File: src/logic/kps_cfg.svh
// Purpose: Register map, field positions and timing counts of the keypad scan configuration block
// Assumes: APB byte addresses are four times the printed register index
// Notes:   Definitions only
`ifndef KPS_CFG_SVH
`define KPS_CFG_SVH

// Printed register indices
`define KPS_IDX_DIM        16'h00d5
`define KPS_IDX_ORD_LO     16'h00d6
`define KPS_IDX_ORD_HI     16'h00d7
`define KPS_IDX_IRQ        16'hff94
`define KPS_IDX_SCAN       16'h00d0
// Reset values
`define KPS_RST_DIM        8'h00
`define KPS_RST_ORD        8'h00
`define KPS_RST_IRQ        8'h00
`define KPS_RST_SCAN       8'h00
// Dimension fields
`define KPS_ROW_LSB        3
`define KPS_COL_LSB        0
// Scan control fields
`define KPS_SCAN_EN_BIT    7
`define KPS_DEB_LSB        1
`define KPS_DEB_W          6
`define KPS_KEY_IEN_BIT    0
// Shared interrupt fields
`define KPS_PD_BIT         7
`define KPS_CLK_IEN_BIT    5
`define KPS_CLK_FLG_BIT    4
`define KPS_BUS_IEN_BIT    3
`define KPS_BUS_FLG_BIT    2
`define KPS_KEY_IEN2_BIT   1
`define KPS_KEY_FLG_BIT    0
// Timing
`define KPS_CLK_MHZ        100
`define KPS_COL_TIME_US    1000
`define KPS_COL_CYC        (`KPS_COL_TIME_US * `KPS_CLK_MHZ)
`define KPS_DEB_STEP_MS    4
`define KPS_DEB_STEP_CYC   (`KPS_DEB_STEP_MS * 1000 * `KPS_CLK_MHZ)
`define KPS_DEB_MAX_STEPS  64

`endif

File: src/logic/kps_pkg.sv
// Purpose: Types shared by the keypad scan configuration block
// Assumes: Nothing
// Notes:   Numbers live in kps_cfg.svh
package kps_pkg;
  typedef enum logic [1:0] {
    KPS_IDLE,
    KPS_SCAN,
    KPS_DEBOUNCE,
    KPS_HOLD
  } kps_state_e;
  typedef logic [2:0] kps_slot_t;
endpackage : kps_pkg

File: src/logic/kps_keypad_ctrl.sv
// Purpose: Keypad size and scan-order registers, shared interrupt register and a small column scanner
// Assumes: APB slave, single clock, row inputs active low and synchronous
// Notes:   Registers at byte address four times their index; zero wait state
//
// Summary of operation
// RQ1: Size settings only used while automatic scanning is on
// RQ2: Three-bit row count field in bits 5:3 limits scanned rows
// RQ3: Three-bit column count field in bits 2:0 limits scanned columns
// RQ4: Scan order is five three-bit slots across two registers
// RQ5: Each slot names the column driven when that slot is reached
// RQ6: Slots stepped first to fifth, stopping after column count slots
// RQ7: Software loads zero to four for plain sequential scanning
// RQ8: Software reloads the order inside the key interrupt handler
// RQ9: Slots one, two and low part of three in low order register
// RQ10: Slot four bits 3:1, slot five bits 6:4 of high register
// RQ11: Bit 5 of shared register enables clock interrupt
// RQ12: Bit 4 flags clock interrupt, cleared by register read
// RQ13: Bit 3 is bus interrupt enable, bit 2 its flag
// RQ14: Bit 1 enables keypad interrupt
// RQ15: Bit 0 set on key found, cleared by register read
// RQ16: Bit 7 is read/write powerdown select, bit 6 unused
// RQ17: Scan enable selects automatic scanning, else bypass
// RQ18: Key found flag set on debounced press, cleared on read
// RQ19: Key found flag sets regardless of its interrupt enable
// RQ20: Debounce in 4ms steps, zero meaning 256ms
// RQ21: Interrupt asserted while any flag and its enable are set
// RQ22: Size and order fields reset to zero, read back as written
//
// Local design decision: the APB slave port.
`timescale 1ns/10ps
`default_nettype none
`include "kps_cfg.svh"
module kps_keypad_ctrl
  import kps_pkg::*;
#(
  parameter int COL_CYC  = `KPS_COL_CYC,
  parameter int STEP_CYC = `KPS_DEB_STEP_CYC,
  parameter int ROWS     = 6,
  parameter int COLS     = 5
) (
  input  wire logic            clk_i,
  input  wire logic            arst_n_i,
  input  wire logic            psel_i,
  input  wire logic            penable_i,
  input  wire logic            pwrite_i,
  input  wire logic [17:0]     paddr_i,
  input  wire logic [31:0]     pwdata_i,
  output logic      [31:0]     prdata_o,
  output logic                 pready_o,
  output logic                 pslverr_o,
  input  wire logic [ROWS-1:0] row_n_i,
  input  wire logic            clock_event_i,
  input  wire logic            bus_event_i,
  output logic      [COLS-1:0] col_n_o,
  output logic                 auto_scan_mode_o,
  output logic                 powerdown_select_o,
  output logic      [2:0]      key_row_o,
  output logic      [2:0]      key_col_o,
  output logic                 key_found_irq_o,
  output logic                 irq_o
);

  ////////////////////////////////////////////////////////////////////////////
  // Bus decode

  logic [7:0]  dim_r;
  logic [7:0]  ord_lo_r;
  logic [7:0]  ord_hi_r;
  logic [7:0]  scan_r;
  logic        pd_r;
  logic        clk_ien_r;
  logic        clk_flg_r;
  logic        bus_ien_r;
  logic        bus_flg_r;
  logic        key_ien_r;
  logic        key_flg_r;
  logic        key_found_r;
  logic        acc;
  logic        wr;
  logic        rd;
  logic [15:0] idx;
  logic        hit_dim;
  logic        hit_lo;
  logic        hit_hi;
  logic        hit_irq;
  logic        hit_scan;
  logic        mapped;
  logic        rd_irq;
  logic        rd_scan;
  logic        key_evt;

  // Register address match
  function automatic logic hit(input logic [17:0] a, input logic [15:0] i);
    hit = (a[1:0] == 2'h0) && (a[17:2] == i);
  endfunction : hit

  assign acc      = psel_i & penable_i;
  assign wr       = acc & pwrite_i;
  assign rd       = acc & ~pwrite_i;
  assign idx      = paddr_i[17:2];
  assign hit_dim  = hit(paddr_i, `KPS_IDX_DIM);
  assign hit_lo   = hit(paddr_i, `KPS_IDX_ORD_LO);
  assign hit_hi   = hit(paddr_i, `KPS_IDX_ORD_HI);
  assign hit_irq  = hit(paddr_i, `KPS_IDX_IRQ);
  assign hit_scan = hit(paddr_i, `KPS_IDX_SCAN);
  assign mapped   = hit_dim | hit_lo | hit_hi | hit_irq | hit_scan;
  assign rd_irq   = rd & hit_irq;
  assign rd_scan  = rd & hit_scan;

  ////////////////////////////////////////////////////////////////////////////
  // Configuration registers

  // RQ22 reset and writes
  always_ff @(posedge clk_i or negedge arst_n_i) begin
    if (!arst_n_i) begin
      dim_r    <= `KPS_RST_DIM;
      ord_lo_r <= `KPS_RST_ORD;
      ord_hi_r <= `KPS_RST_ORD;
      scan_r   <= `KPS_RST_SCAN;
    end else if (wr) begin
      if (hit_dim) begin
        dim_r <= {2'h0, pwdata_i[5:0]};
      end
      if (hit_lo) begin
        ord_lo_r <= pwdata_i[7:0];
      end
      // RQ10 top bit unused
      if (hit_hi) begin
        ord_hi_r <= {1'b0, pwdata_i[6:0]};
      end
      if (hit_scan) begin
        scan_r <= {pwdata_i[7:1] , 1'b0} | {7'h00, pwdata_i[0]};
      end
    end
  end

  // RQ16 powerdown and enables
  always_ff @(posedge clk_i or negedge arst_n_i) begin
    if (!arst_n_i) begin
      pd_r      <= 1'b0;
      clk_ien_r <= 1'b0;
      bus_ien_r <= 1'b0;
      key_ien_r <= 1'b0;
    end else if (wr && hit_irq) begin
      pd_r      <= pwdata_i[`KPS_PD_BIT];
      // RQ11 clock enable
      clk_ien_r <= pwdata_i[`KPS_CLK_IEN_BIT];
      // RQ13 bus enable
      bus_ien_r <= pwdata_i[`KPS_BUS_IEN_BIT];
      // RQ14 keypad enable
      key_ien_r <= pwdata_i[`KPS_KEY_IEN2_BIT];
    end
  end

  ////////////////////////////////////////////////////////////////////////////
  // Sticky flags, set wins over read clear

  // RQ12 clock flag clear
  always_ff @(posedge clk_i or negedge arst_n_i) begin
    if (!arst_n_i) begin
      clk_flg_r <= 1'b0;
    end else if (clock_event_i) begin
      clk_flg_r <= 1'b1;
    end else if (rd_irq) begin
      clk_flg_r <= 1'b0;
    end
  end

  // RQ13 bus flag, cleared on read
  always_ff @(posedge clk_i or negedge arst_n_i) begin
    if (!arst_n_i) begin
      bus_flg_r <= 1'b0;
    end else if (bus_event_i) begin
      bus_flg_r <= 1'b1;
    end else if (rd_irq) begin
      bus_flg_r <= 1'b0;
    end
  end

  // RQ15 keypad flag clear
  always_ff @(posedge clk_i or negedge arst_n_i) begin
    if (!arst_n_i) begin
      key_flg_r <= 1'b0;
    end else if (key_evt) begin
      key_flg_r <= 1'b1;
    end else if (rd_irq) begin
      key_flg_r <= 1'b0;
    end
  end

  // RQ18 key found flag
  // RQ19 set regardless of enable
  always_ff @(posedge clk_i or negedge arst_n_i) begin
    if (!arst_n_i) begin
      key_found_r <= 1'b0;
    end else if (key_evt) begin
      key_found_r <= 1'b1;
    end else if (rd_scan) begin
      key_found_r <= 1'b0;
    end
  end

  ////////////////////////////////////////////////////////////////////////////
  // Scanner

  kps_state_e  state_r;
  logic [2:0]  slot_r;
  logic [31:0] tmr_r;
  logic [6:0]  steps_r;
  logic [2:0]  row_hit;
  logic        any_row;
  logic [2:0]  cur_col;
  logic [2:0]  col_lim;
  logic [2:0]  row_lim;
  logic [6:0]  deb_steps;
  logic        auto_en;
  logic [ROWS-1:0] row_mask;

  assign auto_en = scan_r[`KPS_SCAN_EN_BIT];

  // RQ1 size ignored in bypass
  // RQ3 column limit
  assign col_lim = (dim_r[2:0] == 3'h0 || dim_r[2:0] > 3'(COLS)) ? 3'(COLS) : dim_r[2:0];
  // RQ2 row limit
  assign row_lim = (dim_r[5:3] == 3'h0 || dim_r[5:3] > 3'(ROWS)) ? 3'(ROWS) : dim_r[5:3];
  // RQ20 zero means max
  assign deb_steps = (scan_r[6:1] == 6'h00) ? 7'(`KPS_DEB_MAX_STEPS) : {1'b0, scan_r[6:1]};

  // Row enable mask from row count
  genvar g;
  generate
    for (g = 0; g < ROWS; g++) begin : g_row
      assign row_mask[g] = (3'(g) < row_lim);
    end
  endgenerate

  // Lowest pressed row
  always_comb begin
    row_hit = 3'h0;
    any_row = 1'b0;
    for (int i = ROWS - 1; i >= 0; i--) begin
      if (!row_n_i[i] && row_mask[i]) begin
        row_hit = 3'(i);
        any_row = 1'b1;
      end
    end
  end

  // RQ4 slot lookup
  // RQ9 low register layout
  kps_slot_sel u_slot (
    .order_i  ({ord_hi_r[6:0], ord_lo_r}),
    .slot_i   (slot_r),
    .column_o (cur_col)
  );

  assign key_evt = (state_r == KPS_DEBOUNCE) && (tmr_r == 32'(STEP_CYC - 1))
                   && (steps_r == deb_steps - 7'h1) && any_row;

  // RQ17 automatic or bypass
  // RQ6 step slots to limit
  always_ff @(posedge clk_i or negedge arst_n_i) begin
    if (!arst_n_i) begin
      state_r <= KPS_IDLE;
      slot_r  <= 3'h0;
      tmr_r   <= 32'h0;
      steps_r <= 7'h0;
    end else if (!auto_en) begin
      state_r <= KPS_IDLE;
      slot_r  <= 3'h0;
      tmr_r   <= 32'h0;
      steps_r <= 7'h0;
    end else begin
      case (state_r)
        KPS_IDLE: begin
          state_r <= KPS_SCAN;
          slot_r  <= 3'h0;
          tmr_r   <= 32'h0;
        end
        KPS_SCAN: begin
          if (tmr_r == 32'(COL_CYC - 1)) begin
            tmr_r <= 32'h0;
            if (any_row) begin
              state_r <= KPS_DEBOUNCE;
              steps_r <= 7'h0;
            end else if (slot_r + 3'h1 >= col_lim) begin
              slot_r <= 3'h0;
            end else begin
              slot_r <= slot_r + 3'h1;
            end
          end else begin
            tmr_r <= tmr_r + 32'h1;
          end
        end
        KPS_DEBOUNCE: begin
          if (!any_row) begin
            state_r <= KPS_SCAN;
            tmr_r   <= 32'h0;
          end else if (tmr_r == 32'(STEP_CYC - 1)) begin
            tmr_r <= 32'h0;
            if (steps_r == deb_steps - 7'h1) begin
              state_r <= KPS_HOLD;
              steps_r <= 7'h0;
            end else begin
              steps_r <= steps_r + 7'h1;
            end
          end else begin
            tmr_r <= tmr_r + 32'h1;
          end
        end
        KPS_HOLD: begin
          // Release debounced over same period
          if (any_row) begin
            tmr_r   <= 32'h0;
            steps_r <= 7'h0;
          end else if (tmr_r == 32'(STEP_CYC - 1)) begin
            tmr_r <= 32'h0;
            if (steps_r == deb_steps - 7'h1) begin
              state_r <= KPS_SCAN;
              slot_r  <= 3'h0;
            end else begin
              steps_r <= steps_r + 7'h1;
            end
          end else begin
            tmr_r <= tmr_r + 32'h1;
          end
        end
        default: begin
          state_r <= KPS_IDLE;
        end
      endcase
    end
  end

  // Captured key location
  always_ff @(posedge clk_i or negedge arst_n_i) begin
    if (!arst_n_i) begin
      key_row_o <= 3'h0;
      key_col_o <= 3'h0;
    end else if (key_evt) begin
      key_row_o <= row_hit;
      key_col_o <= cur_col;
    end
  end

  ////////////////////////////////////////////////////////////////////////////
  // Registered outputs

  // RQ5 drive named column
  always_ff @(posedge clk_i or negedge arst_n_i) begin
    if (!arst_n_i) begin
      col_n_o <= '1;
    end else begin
      for (int c = 0; c < COLS; c++) begin
        col_n_o[c] <= !(auto_en && state_r != KPS_IDLE && cur_col == 3'(c));
      end
    end
  end

  // RQ21 gated interrupt request
  always_ff @(posedge clk_i or negedge arst_n_i) begin
    if (!arst_n_i) begin
      irq_o              <= 1'b0;
      key_found_irq_o    <= 1'b0;
      auto_scan_mode_o   <= 1'b0;
      powerdown_select_o <= 1'b0;
    end else begin
      irq_o              <= (clk_flg_r & clk_ien_r) | (bus_flg_r & bus_ien_r) | (key_flg_r & key_ien_r);
      key_found_irq_o    <= key_found_r & scan_r[`KPS_KEY_IEN_BIT];
      auto_scan_mode_o   <= auto_en;
      powerdown_select_o <= pd_r;
    end
  end

  // Read data and answer
  always_ff @(posedge clk_i or negedge arst_n_i) begin
    if (!arst_n_i) begin
      prdata_o  <= 32'h0;
      pready_o  <= 1'b0;
      pslverr_o <= 1'b0;
    end else begin
      pready_o  <= psel_i & ~penable_i;
      pslverr_o <= psel_i & ~penable_i & ~mapped;
      prdata_o  <= 32'h0;
      if (psel_i && !penable_i && !pwrite_i) begin
        if (hit_dim) begin
          prdata_o <= {24'h0, dim_r};
        end else if (hit_lo) begin
          prdata_o <= {24'h0, ord_lo_r};
        end else if (hit_hi) begin
          prdata_o <= {24'h0, ord_hi_r};
        end else if (hit_irq) begin
          prdata_o <= {24'h0, pd_r, 1'b0, clk_ien_r, clk_flg_r, bus_ien_r, bus_flg_r, key_ien_r, key_flg_r};
        end else if (hit_scan) begin
          prdata_o <= {24'h0, scan_r[7:1], key_found_r};
        end
      end
    end
  end

  logic unused;
  assign unused = ^idx;

endmodule : kps_keypad_ctrl
`default_nettype wire

File: src/logic/kps_slot_sel.sv
// Purpose: Picks the column number held in one scan-order slot
// Assumes: Slots packed three bits each, first slot lowest
// Notes:   Purely combinational
`timescale 1ns/10ps
`default_nettype none
module kps_slot_sel
  import kps_pkg::*;
(
  input  wire logic [14:0] order_i,
  input  wire logic [2:0]  slot_i,
  output logic      [2:0]  column_o
);
  // Slot extraction
  always_comb begin
    case (slot_i)
      3'h0:    column_o = order_i[2:0];
      3'h1:    column_o = order_i[5:3];
      3'h2:    column_o = order_i[8:6];
      3'h3:    column_o = order_i[11:9];
      3'h4:    column_o = order_i[14:12];
      default: column_o = 3'h0;
    endcase
  end
endmodule : kps_slot_sel
`default_nettype wire

File: config.mk
export PLATFORM = sky130hd
export DESIGN_NAME = kps_keypad_ctrl
export DESIGN_NICKNAME = d
export VERILOG_FILES = /design/src/logic/kps_pkg.sv /design/src/logic/kps_keypad_ctrl.sv /design/src/logic/kps_slot_sel.sv
export VERILOG_INCLUDE_DIRS = /design/src /design/src/logic
export SDC_FILE = /design/constraint.sdc
export NUM_CORES = 1
export LEC_CHECK = 0
export ABC_AREA = 1
export BUFFER_PORTS_ARGS = -buffer_cell sky130_fd_sc_hd__buf_4
export CELL_PAD_IN_SITES_DETAIL_PLACEMENT = 1
export CELL_PAD_IN_SITES_GLOBAL_PLACEMENT = 1
export CORE_MARGIN = 3
export CORE_UTILIZATION = 35
export CTS_CLUSTER_SIZE = 25
export DETAILED_ROUTE_END_ITERATION = 16
export GPL_ROUTABILITY_DRIVEN = 0
export PLACE_DENSITY_LB_ADDON = 0.1
export SLEW_MARGIN = 15
export SYNTH_ARGS = -nofsm -noshare
export SYNTH_HDL_FRONTEND = slang
export SYNTH_HIERARCHICAL = 1
export SYNTH_SLANG_ARGS = --single-unit
File: constraint.sdc
create_clock -name clk_i -period 4.48 [get_ports clk_i]
set_input_delay 0.672 -clock clk_i [delete_from_list [all_inputs] [get_ports clk_i]]
set_output_delay 0.672 -clock clk_i [all_outputs]
set_load 0.05 [all_outputs]
== Word level (Yosys, flattened, before mapping) ==
Index checks and enable logic that the tools add are counted.
W data, S select, Z words.

* Word-level logic and storage cells: 212
* Register bits after elaboration: 130
* Input port bits: 63

* Reductions and logical operators: 57
* $add $sub $neg: 4
* Muxes and demuxes: 62
* Magnitude comparators: 9
* Bitwise operators: 21
* Equality and inequality tests: 33

{| class="wikitable"
|+ Operators by type and width
! cell !! count
|-
| $mux W32 || 5
|-
| $pmux W32 S4 || 1
|-
| $mux W7 || 10
|-
| $eq A16 B8 Y1 const B || 4
|-
| $mux W8 || 6
|-
| $mux W3 || 15
|-
| $add A32 B1 Y32 const B || 1
|-
| $eq A32 B17 Y1 const B || 1
|-
| $eq A32 B19 Y1 const B || 1
|-
| $logic_and A1 B1 Y1 || 23
|-
| $ne A3 B3 Y1 const B || 7
|-
| $pmux W7 S3 || 1
|-
| $mux W2 || 9
|-
| $eq A16 B16 Y1 const B || 1
|-
| $pmux W3 S5 || 1
|-
| $reduce_and A7 Y1 || 2
|-
| $logic_not A1 Y1 || 13
|-
| $eq A3 B2 Y1 const B || 4
|-
| $logic_not A3 Y1 || 4
|-
| $mux W1 || 12
|-
| $and A1 B1 Y1 || 11
|-
| $reduce_bool A2 Y1 || 5
|-
| $pmux W3 S3 || 1
|-
| $ne A4 B1 Y1 const B || 2
|-
| other kinds (25) || 46
|}

== Logic depth before layout (Yosys ltp) ==
Gate-level depths: netlist of the first run.

* Depth after elaboration: 15
* Gate-level depth with buffers: 17

== By module ==
Netlist of the first run, hierarchy kept.

{| class="wikitable"
|+ Modules (own cells, without submodules)
! module !! cells an instance !! instances !! area each (µm²)
|-
| kps_keypad_ctrl || 879 || 1 || 6421.2
|-
| kps_slot_sel || 37 || 1 || 175.2
|}

== Worst setup path after synthesis of the first run ==
Ideal clock, no wire load.

* Path type: input to register
* Start: input paddr_i[1]
* End: register ord_lo_r[5]
* Cell stages on the path: 8
* Setup slack: 2.544 ns
* Library setup time: 0.131 ns
* Arrival: 1.806 ns
* Cells stage by stage: or2_1 > nor3_1 > nand2_1 > inv_2 > nand2_1 > clkbuf_1 > nand2_1 > o21ai_0

* Word-level cells in the longest chain between the ends: 3

{| class="wikitable"
|+ RTL lines
! element !! RTL line !! RTL
|-
| from (decl) || kps_keypad_ctrl.sv:46 || <nowiki>input wire logic [17:0] paddr_i,</nowiki>
|-
| $logic_not A2 Y1 || kps_keypad_ctrl.sv:94 || <nowiki>hit = (a[1:0] == 2'h0) && (a[17:2] == i);</nowiki>
|-
| $logic_and A1 B1 Y1 || kps_keypad_ctrl.sv:94 ||
|-
| $reduce_and A2 Y1 (no source line) || - ||
|-
| to (signal assigned) || kps_keypad_ctrl.sv:117 || <nowiki>ord_lo_r <= `KPS_RST_ORD;</nowiki>
|-
| to (signal assigned) || kps_keypad_ctrl.sv:125 || <nowiki>ord_lo_r <= pwdata_i[7:0];</nowiki>
|-
| to (decl) || kps_keypad_ctrl.sv:67 || <nowiki>logic [7:0] ord_lo_r;</nowiki>
|}

No other way between the ends.
A chain may end at the register's enable or synchronous reset.

== Worst setup path after layout of the first run ==
* Start: register tmr_r[0]
* End: register key_row_o[0]

* Word-level cells in the longest chain between the ends: 4

{| class="wikitable"
|+ RTL lines
! element !! RTL line !! RTL
|-
| from (decl) || kps_keypad_ctrl.sv:208 || <nowiki>logic [31:0] tmr_r;</nowiki>
|-
| from (signal assigned) || kps_keypad_ctrl.sv:292 || <nowiki>tmr_r <= tmr_r + 32'h1;</nowiki>
|-
| from (signal assigned) || kps_keypad_ctrl.sv:308 || <nowiki>tmr_r <= tmr_r + 32'h1;</nowiki>
|-
| from (signal assigned) || kps_keypad_ctrl.sv:325 || <nowiki>tmr_r <= tmr_r + 32'h1;</nowiki>
|-
| $eq A32 B19 Y1 || kps_keypad_ctrl.sv:257 || <nowiki>assign key_evt = (state_r == KPS_DEBOUNCE) && (tmr_r == 32'(STEP_CYC - 1))</nowiki>
|-
| $logic_and A1 B1 Y1 || kps_keypad_ctrl.sv:257 ||
|-
| $logic_and A1 B1 Y1 (2 in series) || kps_keypad_ctrl.sv:258 || <nowiki>&& (steps_r == deb_steps - 7'h1) && any_row;</nowiki>
|-
| to (signal assigned) || kps_keypad_ctrl.sv:341 || <nowiki>key_row_o <= row_hit;</nowiki>
|-
| to (decl) || kps_keypad_ctrl.sv:57 || <nowiki>output logic [2:0] key_row_o,</nowiki>
|}

No other way between the ends.

==> out/metrics.csv, run 1 <==
stage;metric;value;unit
floorplanning;io_pins;112;
yosys;ys.flop_type;dfrtp_1;
yosys;synth_warnings;6;
power_and_ir_drop;total_power;1949;µW
timing;slew_headroom;58.22;%
grt;grt_pass1_vias;6014;
floorplanning;start_util;36.23;%
drt;drtIter0Drc;263;
run_status;status;complete, no violations;
clock_network;htreeDepth;3;
timing;fin_crit;2.527;ns
power_and_ir_drop;p_leak;0.003679;µW
final_layout;area_growth;14.28;%
yosys;synthCells;916;
yosys;synth_compound_area_share;8.365;%
timing;rsz0062_at_grt;no;
yosys;synth_edf_count;0;
placed_design;port_buffers;63;
yosys;yosys.area_share.simple;36.55;%
clock_network;postCtsHoldBufs;0;
drt;dr.max_layer_used;met4;
drt;drtAntennaViolNets;0;
clock_network;ctsResizeCount;0;
critical_path;cp_data_required_time;4.72;ns
floorplanning;die_w;143.3;µm
yosys;yosys-mux-area-fraction;0;%
drt;firstDrtPassIters;4;
yosys;syn_area;6596;µm²
grt;antenna_found_initial;0;
drt;wl_met2;9207;µm
clock_network;post_cts_buffers;0;
floorplanning;coreArea;18210;µm²
yosys;synth-seq-area-share;40.31;%
drt;viasPerCell;4.904;
clock_network;clock_path_buffers;2;
critical_path;path_class;flip-flop to flip-flop;
timing;period_share;56.40;%
job;drv_cap;0;
yosys;synth_seq_cells;106;
timing;finalSetupViolCount;0;
final_layout;antenna_cells;0;
critical_path;critical_path_arrival;2.76;ns
critical_path;r2r_cells;10;
placed_design;post-dp-hpwl;14540;µm
timing;fin_skew;0.01224;ns
drt;wl;18880;µm
yosys;synth_xor_area_share;2.124;%
timing;tightestPinTransition;0.6253;ns
grt;grt_util_all_layers;19.34;%
yosys;synthArstFlopShare;100.0;%
clock_network;cts.sinks;106;
timing;hold_slack;0.3901;ns
drt;m1WireLength;8943;µm
yosys;synth_top_family_by_area;simple AND/OR/NAND/NOR gates;
grt;grt_max_degree;107;
drt;dr_wl_met3;614;µm
timing;tns;0;ns
critical_path;r2r-end;key_row_o[0];
final_layout;final_nets;1055;
timing;drv_slew;0;
drt;wire_per_inst;15.55;µm
clock_network;cts_root_buffer;clkbuf_16;
worst_hold_path;hold_path_class;primary input to async pin;
critical_path;startpoint_type;flip-flop;
floorplanning;rows;49;
final_layout;fillers;2326;
floorplanning;die_area;20530;µm²
timing;fmax;395.8;MHz
critical_path;worstReg2RegStart;tmr_r[0];
clock_network;clkLatencyLatePin;0.36;ns
clock_network;cts_tree;yes;
final_layout;utilization;41.40;%
final_layout;final_common_cell;nand2_1;
grt;grt_pass1_wl;31530;µm
critical_path;end_kind;flip-flop;
clock_network;cts_inserted_buffers;9;
floorplanning;die_y;143.3;µm
critical_path;path_max_fanout;14;
drt;via_count;5954;
yosys;syn_area_per_cell;7.201;µm²
yosys;netlist-cell-type-count;46;
final_layout;drive_gt1_share;14.42;%
power_and_ir_drop;powerDensity;258.6;nW/µm²
yosys;synthAdderAreaFrac;2.276;%
critical_path;ff2ff_setup_slack;1.95;ns
drt;drc;0;
grt;grt.overflow.total;0;
final_layout;layout_common_cells;nand2_1, inv_1, dfrtp_1, nor2_1, nand3_1;
power_and_ir_drop;ir_drop;184.4;µV
clock_network;clk_pin_slew;0.08;ns
timing;hold_violations;0;
==> critical path: stages, from the launching register on <==
cell and delay (ns):
dfrtp_1 0.41, ha_1 0.21, nand2_1 0.10, nor2_4 0.16, nand2_2 0.12, nor2_4 0.16
nand4_1 0.18, nor2_1 0.23, nand4_2 0.52, nand2_1 0.24, o21ai_2 0.07
==> report_power, final <==
part | leakage, µW | switching [µW] | internal, µW
combinational | 0.00207 | 93.2 | 31.5
sequential | 0.00145 | 0.260 | 957
clock | 0.000157 | 416 | 451
==> cell usage after synthesis, drive strengths merged (2+ instances only) <==
cell type	number	share of area, %
nand2	274	17
inv	115	6.6
nor2	114	7.9
dfrtp	101	38
nand3	70	5.4
o21ai	64	5.3
nor3	31	2.5
a21oi	30	2.3
buf	29	3.4
nand4	23	2.3
ha	12	2.3
xor2	11	1.5
nor4	6	0.57
clkbuf	5	0.30
dfstp	5	2.0
or2	5	0.47
xnor2	5	0.66
nand3b	3	0.40
o21bai	3	0.34
and3	2	0.19
nor3b	2	0.23
==> flip-flops by register name, summed over array words and instances (netlist names), 2 cells and up <==
register	count
ord_hi_r	7
col_n_o	5
steps_r	7
state_r	2
tmr_r	32
prdata_o	8
ord_lo_r	8
scan_r	8
key_col_o	3
slot_r	3
key_row_o	3
dim_r	6
==> how the worst max path moves through the flow <==
| stage | start | endpoint | slack, ns | cells past startpoint |
|---|---|---|---|---|
| final | tmr_r[0] | key_row_o[0] | 1.95 | 10 |
| after global routing | tmr_r[0] | key_row_o[2] | 1.71 | 10 |
| after CTS | tmr_r[0] | key_row_o[0] | 1.94 | 10 |
| after detailed placement | paddr_i[1] | dim_r[0] | 1.87 | 8 |
| after global placement | paddr_i[1] | dim_r[0] | 1.91 | 8 |
| after floorplan | paddr_i[1] | ord_lo_r[5] | 2.54 | 8 |
==> stage by stage <==
stage | cells | worst slack [ns] | cell area (µm²)
6_report | 1214 | 1.953 | 7538
5_1_grt | 1214 | 1.710 | 7538
4_1_cts | 1214 | 1.938 | 7538
3_5_place_dp | 1198 | 1.866 | 7218
3_3_place_gp | 1198 | 1.912 | 7218
2_1_floorplan | 939 | 2.544 | 6683
==> cells by family after synthesis <==
| group | after synthesis |
|---|---|
| XOR/XNOR | 16 |
| flip-flops | 106 |
| AO/OA/AOI/OAI | 101 |
| adder cells (fa/ha/maj) | 12 |
| AND/OR/NAND/NOR | 531 |
| buffers and inverters | 149 |
| other | 1 |
==> cell type report <==
type	instances	area [µm²]	share of cell area (%)
multi-input combinational	684	3343	44.35
sequential	106	2659	35.27
timing repair buffer	64	493.0	6.539
inverter	115	436.7	5.793
tap	229	286.5	3.801
clock buffer	9	225.2	2.988
clock inverter	7	95.09	1.261
==> layer usage <==
metal,vias up,global-route usage (%)
met5,-,0
met4,0,3.122
met3,6,3.650
met2,79,33.04
met1,2858,26.09
li1,3011,-
Note: power is estimated with default switching activity, not from simulation.
==> run 2, diff against run 1 <==
Settings changed: ABC_AREA 1 to 0.
Clock period 4.48 ns to 2.1 ns, I/O delays scaled along.
==> run 2 against run 1 <==
Against the previous run: non-clock buffer count rose by 113; via count fell by 17%; critical path depth down 2; global-route usage increased by 0.31 points; the flow now finishes with violations (negative setup slack); critical path type unchanged; clock skew shrank 0.0040 ns; critical endpoint is now key_col_o[1].
==> out/metrics.csv, run 2 <==
stage;metric;value;unit
clock_network;clkLatencyLatePin;0.36;ns
critical_path;cp_data_required_time;2.35;ns
critical_path;critPathCapture;key_col_o[1];
grt;grt_util_all_layers;19.65;%
critical_path;critical_path_arrival;2.74;ns
timing;finalSetupViolCount;52;
yosys;synth-seq-area-share;45.37;%
grt;grt_max_degree;98;
timing;final.setup.worst_slack;-0.3870;ns
placed_design;dp_slack;-0.3747;ns
power_and_ir_drop;swShare;37.00;%
floorplanning;die_w;135.4;µm
power_and_ir_drop;ir_drop;456.0;µV
drt;drc;0;
floorplanning;die_y;135.4;µm
critical_path;critPathLaunch;scan_r[4];
timing;tightestPinTransition;0.6983;ns
final_layout;fillers;1781;
critical_path;end_kind;flip-flop;
yosys;syn_area_per_cell;10.21;µm²
final_layout;multi_input_area;3513;µm²
final_layout;largest_register_ffs;32;
timing;fmax;402.1;MHz
grt;grt_pass1_wl;28190;µm
yosys;synth_seq_cells;106;
worst_hold_path;hold_path_class;primary input to flip-flop;
timing;drv_slew;0;
yosys;ys.flop_type;dfrtp_1;
final_layout;drive_gt1_share;45.11;%
run_status;violations;negative setup slack;
critical_path;r2r_cells;8;
power_and_ir_drop;power.internal;3864;µW
timing;tns;-8.181;ns
drt;wire_per_inst;18.32;µm
clock_network;htreeDepth;3;
clock_network;cts_tree;yes;
critical_path;startpoint_type;flip-flop;
floorplanning;die_area;18330;µm²
yosys;synth_warnings;6;
power_and_ir_drop;p_clk_share;27.9;%
floorplanning;io_pins;112;
critical_path;worstReg2RegStart;scan_r[4];
yosys;synth_edf_count;0;
final_layout;final_common_cell;buf_4;
clock_network;clk_pin_slew;0.08;ns
floorplanning;start_util;36.37;%
power_and_ir_drop;p_leak;0.003764;µW
clock_network;cts_inserted_buffers;9;
drt;drtIter0Drc;263;
power_and_ir_drop;power.share.combinational;36.8;%
critical_path;r2r-end;key_col_o[1];
power_and_ir_drop;powerDensity;739.6;nW/µm²
timing;rsz0062_at_grt;yes;
timing;slew_headroom;53.02;%
yosys;synth.top_cells.by_count;dfrtp_1, nor2_1, nand2_1;
clock_network;clock_path_buffers;2;
run_status;status;finished, violations left;
final_layout;layout_common_cells;buf_4, dfrtp_1, nand2_1, mux2_2, nor2_4;
final_layout;final_cells;963;
grt;grt.overflow.total;0;
placed_design;dpl.cell_count;934;
drt;via_count;4954;
drt;viasPerCell;5.144;
timing;fin_skew;0.008256;ns
final_layout;ff_latch_area;2661;µm²
worst_hold_path;holdPathStages;2;
final_layout;regMostFlops;tmr_r;
placed_design;post-dp-hpwl;12530;µm
grt;grt_pass1_vias;5241;
drt;firstDrtPassIters;4;
clock_network;cts_root_buffer;clkbuf_16;
drt;drtAntennaViolNets;0;
yosys;ys_top_cells_by_area;dfrtp_1, mux2_2, xor2_1, nor2_1, buf_4;
final_layout;area_growth;41.50;%
critical_path;path_max_fanout;6;
timing;hold_violations;0;
floorplanning;rows;46;
yosys;netlist-cell-type-count;70;
final_layout;final_nets;817;
final_layout;antenna_cells;0;
yosys;yosys.area.top_type_share;43.13;%
drt;wl;17640;µm
grt;antenna_found_initial;0;
timing;hold_slack;0.1280;ns
timing;period_share;118.4;%
placed_design;port_buffers;63;
clock_network;cts.sinks;106;
yosys;synthArstFlopShare;100.0;%
job;drv_cap;0;
timing;fin_crit;2.487;ns
power_and_ir_drop;pwr-share-seq;35.3;%
yosys;yosys.area.top_type;dfrtp_1;
critical_path;path_class;flip-flop to flip-flop;
yosys;synthCells;574;
yosys;syn_area;5861;µm²
floorplanning;coreArea;16120;µm²
yosys;yosysMostFrequentCell;dfrtp_1;
power_and_ir_drop;switchingPower;2270;µW
critical_path;ff2ff_setup_slack;-0.39;ns
==> run 2: cell types whose count changed after synthesis, sizes merged, moves of 16 or more <==
cell,previous run,this run
nor2,114,60
nor3,31,12
inv,115,23
nand3,70,25
xor2,11,27
nand2,274,38
mux2,0,48
o21ai,64,14
==> run 2: through the flow <==
step           total power (µW)  cell area [µm²]  util [%]
2_1_floorplan              3117             6015         -
3_3_place_gp               3629             7305     45.33
3_5_place_dp               3671             7305     45.33
4_1_cts                    6178             8089     50.19
5_1_grt                    6443             8293     51.46
6_report                   6134             8293     51.46
==> run 2: logic make-up (layout without fill, tap and decap cells) <==
family	after synthesis	after routing	share of synthesized area, %
AOI/OAI and AO/OA	79	79	9.757
xor gates and xnor gates	36	36	5.380
adders and majority gates	12	12	2.562
buffers and inverters	66	216	6.255
DFF	106	106	45.37
muxes	53	53	10.65
other	1	24	0.06399
and+or+nand+nor	221	221	19.96
==> run 2: worst min path at each step <==
| stage | endpoint | startpoint |
|---|---|---|
| 2_1_floorplan | auto_scan_mode_o | arst_n_i |
| 3_3_place_gp | prdata_o[0] | arst_n_i |
| 3_5_place_dp | prdata_o[0] | arst_n_i |
| 4_1_cts | bus_flg_r | bus_event_i |
| 5_1_grt | bus_flg_r | bus_event_i |
| 6_report | bus_flg_r | bus_event_i |
==> run 2: critical path, cell delays in order, from the launching register on <==
cell	delay (ns)
dfrtp_1	0.45
or3_4	0.42
or4_1	0.48
nand4_1	0.16
nor4_2	0.06
and2_4	0.15
and2b_2	0.22
buf_12	0.14
mux2_4	0.29
==> run 2: cell type report <==
type                            instances  area share [%]
Clock inverter                          7          0.7544
Sequential cell                       106           32.09
Multi-Input combinational cell        425           42.37
Inverter                               23           1.041
Clock buffer                            9           2.716
Timing Repair Buffer                  177           17.77
Tap cell                              216           3.259
==> run 2: timing repair <==
action	4_1_cts	5_1_grt
gates cloned	3	0
hold buffers	1	0
gates resized for setup	70	57
pin swaps	21	29
endpoints found under the hold margin	9	0
setup buffers	12	1
setup endpoints to repair	52	52
==> run 2: power by group through the flow <==
stage / sequential, µW / clock, µW / combinational (µW)
floorplan: 2240 / 0 / 873
global placement: 2200 / 0 / 1430
detailed placement: 2200 / 0 / 1470
CTS: 2160 / 1760 / 2260
global route: 2170 / 1840 / 2430
finish: 2160 / 1710 / 2260
==> run 2: layer usage <==
metal / vias to the layer above / routed length [µm] / share of wire [%] / track usage, %
li1: 2342 / - / - / -
met1: 2511 / 8304 / 47 / 27.72
met2: 86 / 8488 / 48 / 31.75
met3: 15 / 609 / 3.5 / 2.637
met4: 0 / 242 / 1.4 / 5.655
met5: - / 0 / 0 / 0
==> run 3, diff against run 2 <==
Settings changed: PLACE_DENSITY from default to 0.74, PLACE_DENSITY_LB_ADDON 0.1 to default.
==> run 3 against run 2 <==
Against the previous run: clock power grew 3%; non-clock buffer count is the same; combinational power shrank 8%; largest cell class unchanged; power shrank 2.2%; critical endpoint is now slot_r[1]; first-iteration DRC count grew 5.3%; hold slack gained 0.019 ns; the run still ends with negative setup slack left.
==> out/metrics.csv, run 3 (synthesized netlist as in run 2, its figures left out) <==
stage;metric;value;unit
placed_design;dpl.cell_count;928;
power_and_ir_drop;p_leak;0.003791;µW
power_and_ir_drop;ir_drop;415.4;µV
final_layout;largest_register_ffs;32;
drt;drtAntennaViolNets;0;
critical_path;startpoint_type;flip-flop;
final_layout;fillers;1763;
drt;drtIter0Drc;277;
final_layout;area_growth;36.81;%
grt;grt_util_all_layers;20.30;%
critical_path;r2r-end;slot_r[1];
critical_path;cp_top_family;simple AND/OR/NAND/NOR gates;
run_status;violations;negative setup slack;
drt;wire_per_inst;19.39;µm
critical_path;critical_path_arrival;2.75;ns
clock_network;clk_pin_slew;0.07;ns
clock_network;cts_inserted_buffers;9;
final_layout;multi_input_area;3211;µm²
timing;drv_slew;0;
grt;grt_pass1_vias;5448;
grt;grt.overflow.total;0;
final_layout;drive_gt1_share;40.70;%
final_layout;ff_latch_area;2660;µm²
critical_path;critPathMaxStageDelay;0.47;ns
critical_path;r2r_cells;7;
final_layout;final_cells;963;
placed_design;dp_slack;-0.4213;ns
floorplanning;rows;46;
drt;wl;18680;µm
floorplanning;io_pins;112;
final_layout;layout_common_cells;buf_4, dfrtp_1, nor2_1, nand2_1, mux2_2;
critical_path;ff2ff_setup_slack;-0.41;ns
final_layout;final_nets;817;
power_and_ir_drop;powerDensity;748.4;nW/µm²
clock_network;clkLatencyLatePin;0.36;ns
timing;fmax;398.4;MHz
grt;grt_max_degree;43;
critical_path;cp_data_required_time;2.34;ns
critical_path;path_cells;or3_4, o31ai_2, nand4_1, or4_4, a211oi_2, nor2_2, mux2_4;
critical_path;crit_path_top_delay_cell;or4_4;
timing;rsz0062_at_grt;yes;
worst_hold_path;hold_end;bus_flg_r;
clock_network;cts_tree;yes;
clock_network;cts_root_buffer;clkbuf_16;
critical_path;worstReg2RegStart;scan_r[5];
final_layout;utilization;49.75;%
clock_network;clock_path_buffers;2;
drt;drc;0;
grt;antenna_found_initial;0;
drt;firstDrtPassIters;5;
worst_hold_path;min-delay-start;bus_event_i;
drt;via_count;5063;
placed_design;post-dp-hpwl;12940;µm
timing;hold_violations;0;
run_status;status;finished, violations left;
grt;grt_pass1_wl;29590;µm
worst_hold_path;holdPathStages;2;
floorplanning;die_w;135.4;µm
final_layout;antenna_cells;0;
placed_design;port_buffers;63;
critical_path;path_max_fanout;3;
final_layout;final_common_cell;buf_4;
floorplanning;die_y;135.4;µm
timing;fin_crit;2.510;ns
timing;fin_skew;0.007717;ns
floorplanning;coreArea;16120;µm²
critical_path;crit_buf_inv;0;
timing;slew_headroom;60.19;%
floorplanning;start_util;36.37;%
timing;finalSetupViolCount;52;
timing;tightestPinTransition;0.5971;ns
timing;period_share;119.5;%
final_layout;regMostFlops;tmr_r;
worst_hold_path;hold_path_class;primary input to flip-flop;
clock_network;cts.sinks;106;
critical_path;end_kind;flip-flop;
drt;viasPerCell;5.258;
timing;final.setup.worst_slack;-0.4102;ns
floorplanning;die_area;18330;µm²
clock_network;htreeDepth;3;
critical_path;path_class;flip-flop to flip-flop;
job;drv_cap;0;
-- run 3: changes by cell type in the layout (fill, tap and decap cells not counted), moves of 3 or more --
cell      previous run  this run
nor2_1              26        53
inv_6                5         0
nor2_2               3         7
o21ai_2              0         3
nor2_4              31         0
clkinv_4             0         3
-- run 3: metrics by stage --
step,hold slack [ns],total power (µW),instance area [µm²],setup TNS [ns]
after floorplan,0.01941,3117,6015,-2.873
after global placement,0.2826,3594,7259,-8.774
after global routing,0.1477,6250,8018,-19.13
final,0.1470,6001,8018,-14.59
after CTS,0.1383,5932,7900,-11.92
after detailed placement,0.2895,3674,7259,-13.07
-- run 3: worst max-delay path by stage --
stage              start            to  slack, ns  depth (start not counted)
3_5_place_dp   scan_r[4]     slot_r[0]      -0.42                          8
6_report       scan_r[5]     slot_r[1]      -0.41                          7
3_3_place_gp    tmr_r[0]     slot_r[0]      -0.33                          9
2_1_floorplan  scan_r[4]  key_col_o[0]      -0.25                          9
4_1_cts        scan_r[5]    steps_r[6]      -0.37                          9
5_1_grt        scan_r[1]  key_row_o[1]      -0.54                         10
-- run 3: layer usage --
layer	up-vias	wire length [µm]	GRT usage (%)
met5	-	0	0
met4	0	278	4.759
met3	22	622	3.380
met2	110	9504	35.54
met1	2597	8269	26.34
li1	2334	-	-
-- run 3: area by class of cell --
type / count / area share [%]
Multi-Input combinational cell: 425 / 40.04
Sequential cell: 106 / 33.18
Clock buffer: 11 / 3.027
Inverter: 23 / 1.077
Tap cell: 216 / 3.371
Timing Repair Buffer: 177 / 18.51
Clock inverter: 5 / 0.7959
-- run 3: repair_timing --
| item | 4_1_cts | 5_1_grt |
|---|---|---|
| setup endpoints to repair | 52 | 52 |
| setup buffers | 12 | 4 |
| hold buffers | 1 | 0 |
| cloned | 2 | 0 |
| resized for setup | 38 | 16 |
| endpoints found under the hold margin | 30 | 0 |
| pin swaps | 10 | 6 |
-- run 3: power breakdown --
group | total [µW] | switching [µW] | internal [µW] | leakage (µW)
sequential | 2170 | 60.7 | 2110 | 0.00142
combinational | 2070 | 1100 | 975 | 0.00222
clock | 1760 | 792 | 965 | 0.000146
